===== config.mk =====
export PLATFORM = sky130hd
export DESIGN_NAME = mfsq_top
export DESIGN_NICKNAME = d
export VERILOG_FILES = /design/src/rtl/mfsq_pkg.sv /design/src/rtl/mfsq_fifo.sv /design/src/rtl/mfsq_frame_track.sv /design/src/rtl/mfsq_top.sv
export SDC_FILE = /design/constraint.sdc
export NUM_CORES = 1
export LEC_CHECK = 0
export ABC_AREA = 1
export BUFFER_PORTS_ARGS = -buffer_cell sky130_fd_sc_hd__clkbuf_2
export CORE_MARGIN = 10
export CORE_UTILIZATION = 30
export DETAILED_ROUTE_END_ITERATION = 10
export PLACE_DENSITY = 0.51
export SLEW_MARGIN = 20
export SYNTH_ARGS = -nofsm -noshare
export SYNTH_HDL_FRONTEND = slang
export SYNTH_SLANG_ARGS = --single-unit

===== constraint.sdc =====
create_clock -name core_clk -period 4 [get_ports core_clk]
set_clock_uncertainty 0.1 [all_clocks]
set_input_delay 0.6 -clock core_clk [delete_from_list [all_inputs] [get_ports core_clk]]
set_output_delay 0.6 -clock core_clk [all_outputs]
set_load 0.02 [all_outputs]

===== src/rtl/mfsq_pkg.sv =====
// Shared constants, types and helpers of the multiframe S and Q channel block.
`default_nettype none
package mfsq_pkg;

   // Multiframe geometry.
   localparam logic [4:0] FRAME_NONE  = 5'h00;
   localparam logic [4:0] FRAME_FIRST = 5'h01;
   localparam logic [4:0] FRAME_LAST  = 5'h14;
   localparam logic [4:0] SLOT_LEN    = 5'h05;
   localparam logic [2:0] SLOT_FIRST  = 3'h0;
   localparam logic [2:0] SLOT_LAST   = 3'h4;
   localparam logic [1:0] GROUP_FIRST = 2'h0;
   localparam logic [1:0] GROUP_LAST  = 2'h3;

   // Three multiframes in a row win or lose alignment.
   localparam logic [1:0] GOOD_LAST   = 2'h2;
   localparam logic [1:0] BAD_LAST    = 2'h2;

   // Line interface activation states that allow alignment.
   localparam logic [2:0] LINE_F6     = 3'h4;
   localparam logic [2:0] LINE_F7     = 3'h5;

   // Field positions of multiframe_status_buffer.
   localparam int ST_COS    = 7;
   localparam int ST_QEMPTY = 6;
   localparam int ST_AVAIL  = 5;
   // Position of the hunting value in q_bit_buffer.
   localparam int QB_HUNT   = 4;

   // Reset values.
   localparam logic [4:0] QBUF_RST   = 5'h00;
   localparam logic [4:0] SWORD_RST  = 5'h00;
   localparam logic       QEMPTY_RST = 1'b1;

   // Word buffer between the S assembler and the status buffer.
   localparam int SWORD_W    = 6;
   localparam int FIFO_DEPTH = 16;

   // Read deadline that software must meet after the available flag.
   localparam int DEADLINE_US     = 1250;
   localparam int CLK_MHZ         = 25;
   localparam int DEADLINE_CYCLES = DEADLINE_US * CLK_MHZ;

   typedef enum logic [0:0] {MFSQ_HUNT, MFSQ_SYNC} mfsq_sync_e;

   // Overhead bits of one received line frame.
   typedef struct packed {
      logic fa;
      logic m;
      logic s;
   } mfsq_frame_s;

   // One compiled S word and its position marker.
   typedef struct packed {
      logic       first;
      logic [4:0] word;
   } mfsq_sword_s;

   // Position of a frame inside its five-frame group.
   function automatic logic [2:0] mfsq_slot(input logic [4:0] f);
      logic [4:0] z;
      z = f - FRAME_FIRST;
      return 3'(z % SLOT_LEN);
   endfunction : mfsq_slot

   // Index of the five-frame group that holds a frame.
   function automatic logic [1:0] mfsq_group(input logic [4:0] f);
      logic [4:0] z;
      z = f - FRAME_FIRST;
      return 2'(z / SLOT_LEN);
   endfunction : mfsq_group

endpackage : mfsq_pkg
`default_nettype wire


===== src/rtl/mfsq_fifo.sv =====
// Parameterised word FIFO with valid and ready on both sides.
`timescale 1ns/100ps
`default_nettype none
module mfsq_fifo #(
   parameter int WIDTH = 6,
   parameter int DEPTH = 16
) (
   input  wire logic             clk,
   input  wire logic             rstn,
   input  wire logic             in_valid,
   output logic                  in_ready,
   input  wire logic [WIDTH-1:0] in_data,
   output logic                  out_valid,
   input  wire logic             out_ready,
   output logic      [WIDTH-1:0] out_data
);
   localparam int AW = $clog2(DEPTH);

   logic [WIDTH-1:0] mem [DEPTH];
   logic [AW:0]      wr_q;
   logic [AW:0]      rd_q;
   logic             full;
   logic             empty;

   // The extra pointer bit tells a full buffer from an empty one.
   assign full      = (wr_q[AW] != rd_q[AW]) && (wr_q[AW-1:0] == rd_q[AW-1:0]);
   assign empty     = (wr_q == rd_q);
   assign in_ready  = !full;
   assign out_valid = !empty;
   assign out_data  = mem[rd_q[AW-1:0]];

   // Storage needs no reset; only the pointers carry control state.
   always_ff @(posedge clk) begin
      if (in_valid && !full) begin
         mem[wr_q[AW-1:0]] <= in_data;
      end
   end

   // Pointer advance on each accepted handshake.
   always_ff @(posedge clk or negedge rstn) begin
      if (!rstn) begin
         wr_q <= '0;
         rd_q <= '0;
      end else begin
         if (in_valid && !full) begin
            wr_q <= wr_q + 1'b1;
         end
         if (out_ready && !empty) begin
            rd_q <= rd_q + 1'b1;
         end
      end
   end
endmodule : mfsq_fifo
`default_nettype wire


===== src/rtl/mfsq_frame_track.sv =====
// Frame counter and per-multiframe alignment check on received overhead bits.
`timescale 1ns/100ps
`default_nettype none
module mfsq_frame_track (
   input  wire logic                  clk,
   input  wire logic                  rstn,
   input  wire logic                  hunt_en,
   input  wire logic                  strobe,
   input  wire mfsq_pkg::mfsq_frame_s rx,
   output logic                 [4:0] frame_nxt,
   output logic                       mf_done,
   output logic                       mf_valid
);
   logic [4:0] cnt_q;
   logic       err_q;
   logic       exp_fa;
   logic       bad;

   // An M bit of one restarts the count; zero means no alignment yet.
   always_comb begin
      if (rx.m) begin
         frame_nxt = mfsq_pkg::FRAME_FIRST;
      end else if (cnt_q == mfsq_pkg::FRAME_NONE) begin
         frame_nxt = mfsq_pkg::FRAME_NONE;
      end else if (cnt_q == mfsq_pkg::FRAME_LAST) begin
         frame_nxt = mfsq_pkg::FRAME_FIRST;
      end else begin
         frame_nxt = cnt_q + 5'h01;
      end
   end

   // Expected pattern: FA high at the head of each group, M only in frame one.
   assign exp_fa   = (frame_nxt != mfsq_pkg::FRAME_NONE) &&
                     (mfsq_pkg::mfsq_slot(frame_nxt) == mfsq_pkg::SLOT_FIRST);
   assign bad      = (rx.fa != exp_fa) || (rx.m != (frame_nxt == mfsq_pkg::FRAME_FIRST));
   assign mf_done  = strobe && hunt_en && (cnt_q != mfsq_pkg::FRAME_NONE) &&
                     (frame_nxt == mfsq_pkg::FRAME_FIRST);
   assign mf_valid = mf_done && !err_q && rx.m && (cnt_q == mfsq_pkg::FRAME_LAST);

   // Counter and error history are cleared whenever hunting is not allowed.
   always_ff @(posedge clk or negedge rstn) begin
      if (!rstn) begin
         cnt_q <= mfsq_pkg::FRAME_NONE;
         err_q <= 1'b0;
      end else if (!hunt_en) begin
         cnt_q <= mfsq_pkg::FRAME_NONE;
         err_q <= 1'b0;
      end else if (strobe) begin
         cnt_q <= frame_nxt;
         err_q <= (frame_nxt == mfsq_pkg::FRAME_FIRST) ? bad : (err_q || bad);
      end
   end
endmodule : mfsq_frame_track
`default_nettype wire


===== src/rtl/mfsq_top.sv =====
// Multiframe alignment, S word reception and Q bit insertion for the line interface.
`timescale 1ns/100ps
`default_nettype none
// Overview of operation
// - Deliver four five-bit S words per multiframe.
// - Set available flag when five aligned S bits load.
// - Twenty S bits form five idle-zero subchannels.
// - Enhanced mode interrupts only on non-zero words.
// - Non-zero word clears enhanced enable when interrupts on.
// - Mark the first word of each multiframe.
// - Q bits in frames 1/6/11/16, else zero.
// - Q-empty set at reset and transfer, read clears.
// - Aligned: send Q each multiframe, repeating old pattern.
// - Unaligned but enabled: hunting bit in Q slots.
// - Aligned: send Q buffer bits three to zero.
// - Lose alignment: three bad, link leaves F6/F7, disable.
// - On loss clear aligned flag, set change flag.
// - After loss stop S capture and Q insertion.
// - Hunt only when enabled and link in F6/F7.
// - Three good multiframes set aligned and change flags.
// - Start S delivery at next multiframe after alignment.
module mfsq_top (
   input  wire logic                  core_clk,
   input  wire logic                  resetn,
   input  wire logic                  frame_strobe,
   input  wire mfsq_pkg::mfsq_frame_s rx_frame,
   input  wire logic            [2:0] line_state,
   input  wire logic                  mf_enable,
   input  wire logic                  mf_int_en,
   input  wire logic                  q_wr,
   input  wire logic            [4:0] q_wr_data,
   input  wire logic                  enh_wr,
   input  wire logic                  enh_wr_data,
   input  wire logic                  status_rd,
   output logic                       tx_fa,
   output logic                       mf_synced,
   output logic                       mf_first_word,
   output logic                       enh_mode,
   output logic                 [7:0] status_buf,
   output logic                       s_irq,
   output logic                       s_overrun
);
   mfsq_pkg::mfsq_sync_e  state_q;
   mfsq_pkg::mfsq_sword_s push_word;
   mfsq_pkg::mfsq_sword_s pop_word;
   logic [1:0] good_q;
   logic [1:0] bad_q;
   logic [4:0] frame_nxt;
   logic [2:0] slot;
   logic [1:0] group;
   logic       mf_done;
   logic       mf_valid;
   logic       link_ok;
   logic       fr_evt;
   logic       sync_gain;
   logic       sync_loss;
   logic       in_sync;
   logic       cap_on_q;
   logic       cap_now;
   logic [3:0] sh_q;
   logic       push;
   logic       push_ready;
   logic       pop_valid;
   logic       load;
   logic       avail_q;
   logic [4:0] sword_q;
   logic       first_q;
   logic       irq_q;
   logic       enh_q;
   logic       cos_q;
   logic [4:0] qbuf_q;
   logic [3:0] shadow_q;
   logic [3:0] q_cur;
   logic       q_xfer;
   logic       qempty_q;
   logic       tx_q;
   logic       hunt_bit;

   // Alignment is sought only with multiframing on and the link active.
   assign link_ok = mf_enable && ((line_state == mfsq_pkg::LINE_F6) ||
                                  (line_state == mfsq_pkg::LINE_F7));

   mfsq_frame_track u_track (
      .clk       (core_clk),
      .rstn      (resetn),
      .hunt_en   (link_ok),
      .strobe    (frame_strobe),
      .rx        (rx_frame),
      .frame_nxt (frame_nxt),
      .mf_done   (mf_done),
      .mf_valid  (mf_valid)
   );

   assign slot   = mfsq_pkg::mfsq_slot(frame_nxt);
   assign group  = mfsq_pkg::mfsq_group(frame_nxt);
   assign fr_evt = frame_strobe && mf_done;

   // Gain after three good multiframes, loss after three bad or link drop.
   assign sync_gain = link_ok && (state_q == mfsq_pkg::MFSQ_HUNT) && fr_evt && mf_valid &&
                      (good_q == mfsq_pkg::GOOD_LAST);
   assign sync_loss = (state_q == mfsq_pkg::MFSQ_SYNC) &&
                      (!link_ok || (fr_evt && !mf_valid && (bad_q == mfsq_pkg::BAD_LAST)));
   assign in_sync   = (state_q == mfsq_pkg::MFSQ_SYNC) && !sync_loss;
   assign mf_synced = (state_q == mfsq_pkg::MFSQ_SYNC);

   // Alignment state machine with its good and bad run counters.
   always_ff @(posedge core_clk or negedge resetn) begin
      if (!resetn) begin
         state_q <= mfsq_pkg::MFSQ_HUNT;
         good_q  <= 2'h0;
         bad_q   <= 2'h0;
      end else if (!link_ok) begin
         state_q <= mfsq_pkg::MFSQ_HUNT;
         good_q  <= 2'h0;
         bad_q   <= 2'h0;
      end else if (fr_evt) begin
         unique case (state_q)
            mfsq_pkg::MFSQ_HUNT: begin
               if (sync_gain) begin
                  state_q <= mfsq_pkg::MFSQ_SYNC;
                  good_q  <= 2'h0;
               end else if (mf_valid) begin
                  good_q <= good_q + 2'h1;
               end else begin
                  good_q <= 2'h0;
               end
            end
            mfsq_pkg::MFSQ_SYNC: begin
               if (sync_loss) begin
                  state_q <= mfsq_pkg::MFSQ_HUNT;
                  bad_q   <= 2'h0;
               end else if (!mf_valid) begin
                  bad_q <= bad_q + 2'h1;
               end else begin
                  bad_q <= 2'h0;
               end
            end
         endcase
      end
   end

   // Capture waits for the first frame one seen while already aligned.
   always_ff @(posedge core_clk or negedge resetn) begin
      if (!resetn) begin
         cap_on_q <= 1'b0;
      end else if (!in_sync) begin
         cap_on_q <= 1'b0;
      end else if (frame_strobe && (frame_nxt == mfsq_pkg::FRAME_FIRST)) begin
         cap_on_q <= 1'b1;
      end
   end

   assign cap_now = in_sync && frame_strobe && (frame_nxt != mfsq_pkg::FRAME_NONE) &&
                    (cap_on_q || (frame_nxt == mfsq_pkg::FRAME_FIRST));

   // One S bit per frame; the earliest bit of a group lands in the MSB.
   always_ff @(posedge core_clk or negedge resetn) begin
      if (!resetn) begin
         sh_q <= 4'h0;
      end else if (cap_now) begin
         sh_q <= {sh_q[2:0], rx_frame.s};
      end
   end

   // A word is pushed at the last frame of each five-frame group.
   assign push            = cap_now && (slot == mfsq_pkg::SLOT_LAST);
   assign push_word.word  = {sh_q, rx_frame.s};
   assign push_word.first = (group == mfsq_pkg::GROUP_FIRST);
   // The line cannot be stalled, so a word meeting a full FIFO is dropped and flagged.
   assign s_overrun       = push && !push_ready;

   mfsq_fifo #(
      .WIDTH (mfsq_pkg::SWORD_W),
      .DEPTH (mfsq_pkg::FIFO_DEPTH)
   ) u_fifo (
      .clk       (core_clk),
      .rstn      (resetn),
      .in_valid  (push),
      .in_ready  (push_ready),
      .in_data   (push_word),
      .out_valid (pop_valid),
      .out_ready (!avail_q),
      .out_data  (pop_word)
   );

   // The status buffer takes a new word only once the previous one was read.
   assign load = pop_valid && !avail_q;

   // Available flag: the load wins over a read in the same cycle.
   always_ff @(posedge core_clk or negedge resetn) begin
      if (!resetn) begin
         avail_q <= 1'b0;
      end else if (load) begin
         avail_q <= 1'b1;
      end else if (status_rd) begin
         avail_q <= 1'b0;
      end
   end

   // Word, position marker and interrupt worthiness are latched at load.
   always_ff @(posedge core_clk or negedge resetn) begin
      if (!resetn) begin
         sword_q <= mfsq_pkg::SWORD_RST;
         first_q <= 1'b0;
         irq_q   <= 1'b0;
      end else if (load) begin
         sword_q <= pop_word.word;
         first_q <= pop_word.first;
         irq_q   <= !enh_q || (pop_word.word != 5'h00);
      end
   end

   // Enhanced mode clears itself on a non-zero word while interrupts are on, so later idle words pass.
   always_ff @(posedge core_clk or negedge resetn) begin
      if (!resetn) begin
         enh_q <= 1'b0;
      end else if (enh_wr) begin
         enh_q <= enh_wr_data;
      end else if (load && mf_int_en && (pop_word.word != 5'h00)) begin
         enh_q <= 1'b0;
      end
   end

   // Change of alignment state: an event wins over the clearing read.
   always_ff @(posedge core_clk or negedge resetn) begin
      if (!resetn) begin
         cos_q <= 1'b0;
      end else if (sync_gain || sync_loss) begin
         cos_q <= 1'b1;
      end else if (status_rd) begin
         cos_q <= 1'b0;
      end
   end

   // Software Q buffer; bit four is the hunting value.
   always_ff @(posedge core_clk or negedge resetn) begin
      if (!resetn) begin
         qbuf_q <= mfsq_pkg::QBUF_RST;
      end else if (q_wr) begin
         qbuf_q <= q_wr_data;
      end
   end

   // Q data moves to the line at every aligned frame one.
   assign q_xfer   = in_sync && frame_strobe && (frame_nxt == mfsq_pkg::FRAME_FIRST);
   assign q_cur    = q_xfer ? qbuf_q[3:0] : shadow_q;
   assign hunt_bit = qbuf_q[mfsq_pkg::QB_HUNT];

   always_ff @(posedge core_clk or negedge resetn) begin
      if (!resetn) begin
         shadow_q <= 4'h0;
      end else if (q_xfer) begin
         shadow_q <= qbuf_q[3:0];
      end
   end

   // Q-empty flag: a transfer wins over the clearing read.
   always_ff @(posedge core_clk or negedge resetn) begin
      if (!resetn) begin
         qempty_q <= mfsq_pkg::QEMPTY_RST;
      end else if (q_xfer) begin
         qempty_q <= 1'b1;
      end else if (status_rd) begin
         qempty_q <= 1'b0;
      end
   end

   // Transmitted FA bit, updated once per received frame.
   always_ff @(posedge core_clk or negedge resetn) begin
      if (!resetn) begin
         tx_q <= 1'b0;
      end else if (frame_strobe) begin
         if (!mf_enable) begin
            tx_q <= 1'b0;
         end else if (in_sync && (frame_nxt != mfsq_pkg::FRAME_NONE)) begin
            if (slot == mfsq_pkg::SLOT_FIRST) begin
               tx_q <= q_cur[mfsq_pkg::GROUP_LAST - group];
            end else begin
               tx_q <= 1'b0;
            end
         end else begin
            // Without alignment the received FA marks the Q positions.
            tx_q <= rx_frame.fa && hunt_bit;
         end
      end
   end

   assign tx_fa         = tx_q;
   assign mf_first_word = first_q;
   assign enh_mode      = enh_q;
   assign status_buf    = {cos_q, qempty_q, avail_q, sword_q};
   assign s_irq         = avail_q && mf_int_en && irq_q;
endmodule : mfsq_top
`default_nettype wire


# == Word level (Yosys, flattened, before mapping) ==
# Memories as Yosys holds them, arrays and structs flattened.
# Cells that the tools add are included.
# totals
reg_bits,47
ram_bits,96
output_inout_bits,14
word_cells,147
memories,1
# mem_list
name,words,word_bits,read_ports,rd_ports_with_merged_regs,write_ports,line,text
u_fifo.mem,16,6,1,0,1,mfsq_fifo.sv:19,logic [WIDTH-1:0] mem [DEPTH];
# classes
add_sub_neg,7
n_div,2
magnitude_cmp,1
eq_ne,17
mux,39
n_bitwise,1
reduce_logical,60
# op_table
operator,count
$logic_and 1x1->1,33
$mux 5,5
$mux 1,21
$mux 2,10
$add 5x1->5 const B,3
$reduce_bool 5->1,3
$eq 3x3->1 const B,3
$logic_not 1->1,8
$reduce_bool 2->1,4
$logic_or 1x1->1,7
$ne 2x2->1 const B,3
$div 5x3->5 const B,1
$eq 5x1->1 const B,1
$eq 5x5->1,1
$eq 5x5->1 const B,1
$logic_not 5->1,1
$mod 5x3->5 const B,1
$sub 5x1->5 const B,1
$add 2x1->2 const B,2
$eq 2x2->1 const B,2
$eq 4x4->1,1
$mux 4,1
$ne 2x1->1 const B,2
$reduce_and 2->1,2
other kinds (8),10

# == Depth between registers and ports, before layout ==
# depth
ltp_word,24
mapped_depth,33
ltp_nobuf,33

# == Cells and area by module ==
# A second synthesis with hierarchy kept.
# unflattened
cells_unflattened,823
area_unflattened_um2,7462.2
# by_module_without_submodules
mod,n_inst,cells_per_inst,area_each_um2,seq_area_each_um2
mfsq_fifo,1,449,4689.5,3133.0
mfsq_top,1,233,1825.5,777.0
mfsq_frame_track,1,141,947.2,150.1

# == Worst setup path before layout ==
# OpenSTA, ideal clock, no wires.
# synth_path
kind,reg2out
start,reg u_track.cnt_q[0]
end,out s_overrun
arrival_time_ps,3588
required_time_ps,3300
slack_ps,-288
path_stages_with_launch,28
path_buffers,0
cell_sequence,dfrtp_1 > inv_1 > ha_1 > nand2_1 > inv_1 > nand2_4 > nand3_2 > nand2_4 > ha_1 > inv_1 > nor2_8 > nand2_2 > nand2_1 > nand2_2 > nand2_1 > nand4_1 > nand3_4 > nand2_1 > nand2_1 > inv_1 > ha_1 > inv_1 > nand4_2 > nand2_4 > nand2_4 > nand2_2 > nand2_2 > nor4_1
# synth_between
elab_chain_len,21
# synth_rtl
element,line,text
from (decl),mfsq_frame_track.sv:14,logic [4:0] cnt_q;
from (signal assigned),mfsq_frame_track.sv:43,cnt_q <= mfsq_pkg::FRAME_NONE;
from (signal assigned),mfsq_frame_track.sv:46,cnt_q <= mfsq_pkg::FRAME_NONE;
from (signal assigned),mfsq_frame_track.sv:49,cnt_q <= frame_nxt;
branches (longest 19 deep; another with $add 5x1->5),--,
$logic_and 1x1->1 (*),mfsq_top.sv:166,assign push = cap_now && (slot == mfsq_pkg::SLOT_LAST);
$logic_and 1x1->1 (*),mfsq_top.sv:170,assign s_overrun = push && !push_ready;
to (decl),mfsq_top.sv:41,output logic s_overrun
# Mark *: on every way between the ends.

# == Worst setup path in the final report ==
# layout_path
start,reg u_track.cnt_q[1]
end,out s_overrun
# The elaborated chain is that of the path after synthesis.

==> results.sh <==
export IMPL_status="complete, but fails checks"
export IMPL_violations="setup timing"
export IMPL_grt_pass1_vias=5059
export IMPL_layout_commonest_cell="edfxtp_1"
export IMPL_area_growth_pct=31.0
export IMPL_synth_edf_count=96
export IMPL_synth_area_leaders="edfxtp_1 42%, dfrtp_1 17%, nand2_1 4.9%, nor2_1 3.4%, inv_1 3.3%"
export IMPL_cpMostUsedCell="nand2_4"
export IMPL_crit_cells=26
export IMPL_hold_slack_ns=0.0946
export IMPL_synth_largest_area_cell="edfxtp_1"
export IMPL_io_buffers=32
export IMPL_cts_hold_buf=0
export IMPL_rsz0062_at_grt="yes"
export IMPL_routed_wl_um=16500
export IMPL_start_util_pct=30.4
export IMPL_drt_pass1_iter_count=5
export IMPL_cts_root_buffer="clkbuf_16"
export IMPL_drive_gt1_share_pct=33.4
export IMPL_synth_async_reset_ratio_pct=32.9
export IMPL_clkLatencyLatePin_ns=0.42
export IMPL_drcViolationCount=0
export IMPL_start_kind="flop"
export IMPL_ys_types=44
export IMPL_leakage_uw=0.00376
export IMPL_viasPerCell=4.78
export IMPL_grt_pass1_wl_um=26300
export IMPL_core_um2=22600
export IMPL_synth_cells=631
export IMPL_dr_first_iter_drc_count=272
export IMPL_placementRows=55
export IMPL_clockBufferDepth=2
export IMPL_dp_slack_ns=-0.170
export IMPL_ant_nets=0
export IMPL_slowest_stage="dfrtp_1"
export IMPL_seq_area_frac_synth_pct=59.2
export IMPL_grt_max_degree=52
export IMPL_cts_max_level=4
export IMPL_fin_util_pct=39.8
export IMPL_synth_area_um2=6860
export IMPL_cts_sinks=143
export IMPL_hold_class="primary input to async pin"
export IMPL_cts_buffers=17
export IMPL_via_count=4970
export IMPL_hpwl_um=11100
export IMPL_finalCritPeriodShare_pct=107
export IMPL_worst_setup_path_end_kind="output pin"
export IMPL_ys_seq_elements=143
export IMPL_place_congestion=0.871
export IMPL_rrSetupSlack_ns=-0.13
export IMPL_die_area_um2=29300
export IMPL_r2r_cells=30
export IMPL_finalMaxSlewViolations=0
export IMPL_hold_viol=0
export IMPL_critical_path_arrival_ns=3.59
export IMPL_yosys_warnings=0
export IMPL_antenna_found_initial=0
export IMPL_postLayoutSetupSlackWorst_ns=-0.287
export IMPL_critPathKind="flop to output pin"
export IMPL_syn_area_per_cell_um2=10.9
export IMPL_synthFlopType="edfxtp_1"
export IMPL_track_usage_pct=11.5
export IMPL_path_buf_inv=8
export IMPL_path_max_fanout=5
export IMPL_setup_viol=91
export IMPL_slew_headroom_pct=52.2
export IMPL_cap_violations=0
export IMPL_grt_overflow=0
export IMPL_cpLargestDelayFamily="simple AND/OR/NAND/NOR gates"
export IMPL_cts_tree="done"
export IMPL_powerDensity_nw_per_um2=508
export IMPL_diodes=0
export IMPL_ir_worst_vdd_v=0.000286
export IMPL_fp_dieH_um=171
export IMPL_synth_top_area_share_pct=42.0
export IMPL_finalSetupTns_ns=-9.00
export IMPL_routedWlPerCell_um=15.9
export IMPL_finalCriticalPeriod_ns=4.29
export IMPL_io_pins=34
export IMPL_max_freq_mhz=233
export IMPL_nNetsFinal=777
export IMPL_cts_reportedPaths_clkPinSlew_ns=0.07
export IMPL_worst_path_largest_cell_delay_ns=0.40
export IMPL_crit_required_ns=3.30
export IMPL_synth_nets=667
export IMPL_final_cell_mix="96 x edfxtp_1, 76 x nand2_1, 69 x buf_4"
export IMPL_max_slew_worst_pin_slew_ns=0.717
export IMPL_die_w_um=171
-- Yosys cell counts (all sizes together), types with 2 or more instances --
cell type  number
clkbuf         18
ha             16
dfrtp          46
nor2           71
inv            66
nor4            3
mux2            3
a21oi           5
mux2i          21
xor2           10
nand3          41
edfxtp         96
clkinv          2
o22ai           5
buf             6
nand4          11
o21ai          44
o32ai           3
o221ai         22
a31oi           7
nor3           18
or2             2
xnor2           3
o211ai          5
nand2         104
-- layer usage --
| metal | track usage [%] | vias up | part of all wire [%] |
|---|---|---|---|
| met5 | 0 | - | 0 |
| met4 | 3.63 | 0 | 1.5 |
| li1 | - | 2442 | - |
| met1 | 13.6 | 2411 | 42 |
| met2 | 20.1 | 97 | 52 |
| met3 | 2.48 | 20 | 3.7 |
-- where the power goes --
group          internal [uW]  leakage, uW  switching, uW  total (uW)
clock network            893     0.000292            698        1590
registers               1660      0.00150           62.1        1720
logic                    441      0.00197            812        1250
total                   2990      0.00376           1570        4560
-- worst paths after layout --
kind,start,end
worst max-delay path,u_track.cnt_q[1],s_overrun
worst max register to register,u_track.cnt_q[1],u_fifo.mem[1][0]
max in group asynchronous,resetn,qempty_q
worst min register to register,qempty_q,qempty_q
worst min-delay path,resetn,good_q[1]
min in group core_clk,q_wr_data[1],qbuf_q[1]
-- per-stage QoR --
| stage | power (uW) | std cells | instance area (um2) |
|---|---|---|---|
| 2_1_floorplan | 2580 | 631 | 7030 |
| 3_3_place_gp | 2940 | 986 | 7950 |
| 3_5_place_dp | 2960 | 986 | 7950 |
| 4_1_cts | 4600 | 1030 | 8750 |
| 5_1_grt | 4810 | 1039 | 8980 |
| 6_report | 4560 | 1039 | 8980 |
-- state kept, by name, indices dropped and copies added (netlist names) --
signal / count
sword_q: 5
good_q: 2
irq_q: 1
mf_first_word: 1
u_fifo.mem: 96
enh_mode: 1
u_fifo.rd_q: 5
cos_q: 1
sh_q: 4
mf_synced: 1
avail_q: 1
bad_q: 2
u_fifo.wr_q: 5
u_track.cnt_q: 5
qbuf_q: 5
qempty_q: 1
u_track.err_q: 1
tx_fa: 1
shadow_q: 4
cap_on_q: 1
-- layout make-up --
class / instances / area, um2
clock buffers: 17 / 425
clock inverters: 15 / 165
fillers: 2165 / 13600
inverters: 68 / 263
multi-input cells: 396 / 2810
flip-flops and latches: 143 / 4060
well taps: 285 / 357
repair buffers: 115 / 906
-- kinds of logic after synthesis --
family | share of synthesized area, %
and+or+nand+nor | 18.5
DFF | 59.2
buffers and inverters | 5.31
AOI/OAI and AO/OA | 8.87
muxes | 3.56
xor gates and xnor gates | 1.66
adders and majority gates | 2.92
-- timing repair --
action / 4_1_cts / 5_1_grt
pin swaps: 26 / 27
endpoints found under the setup margin: 97 / 100
buffers inserted: 12 / 10
resized for setup: 24 / 45
No activity file was read; power rests on OpenSTA's default activity.
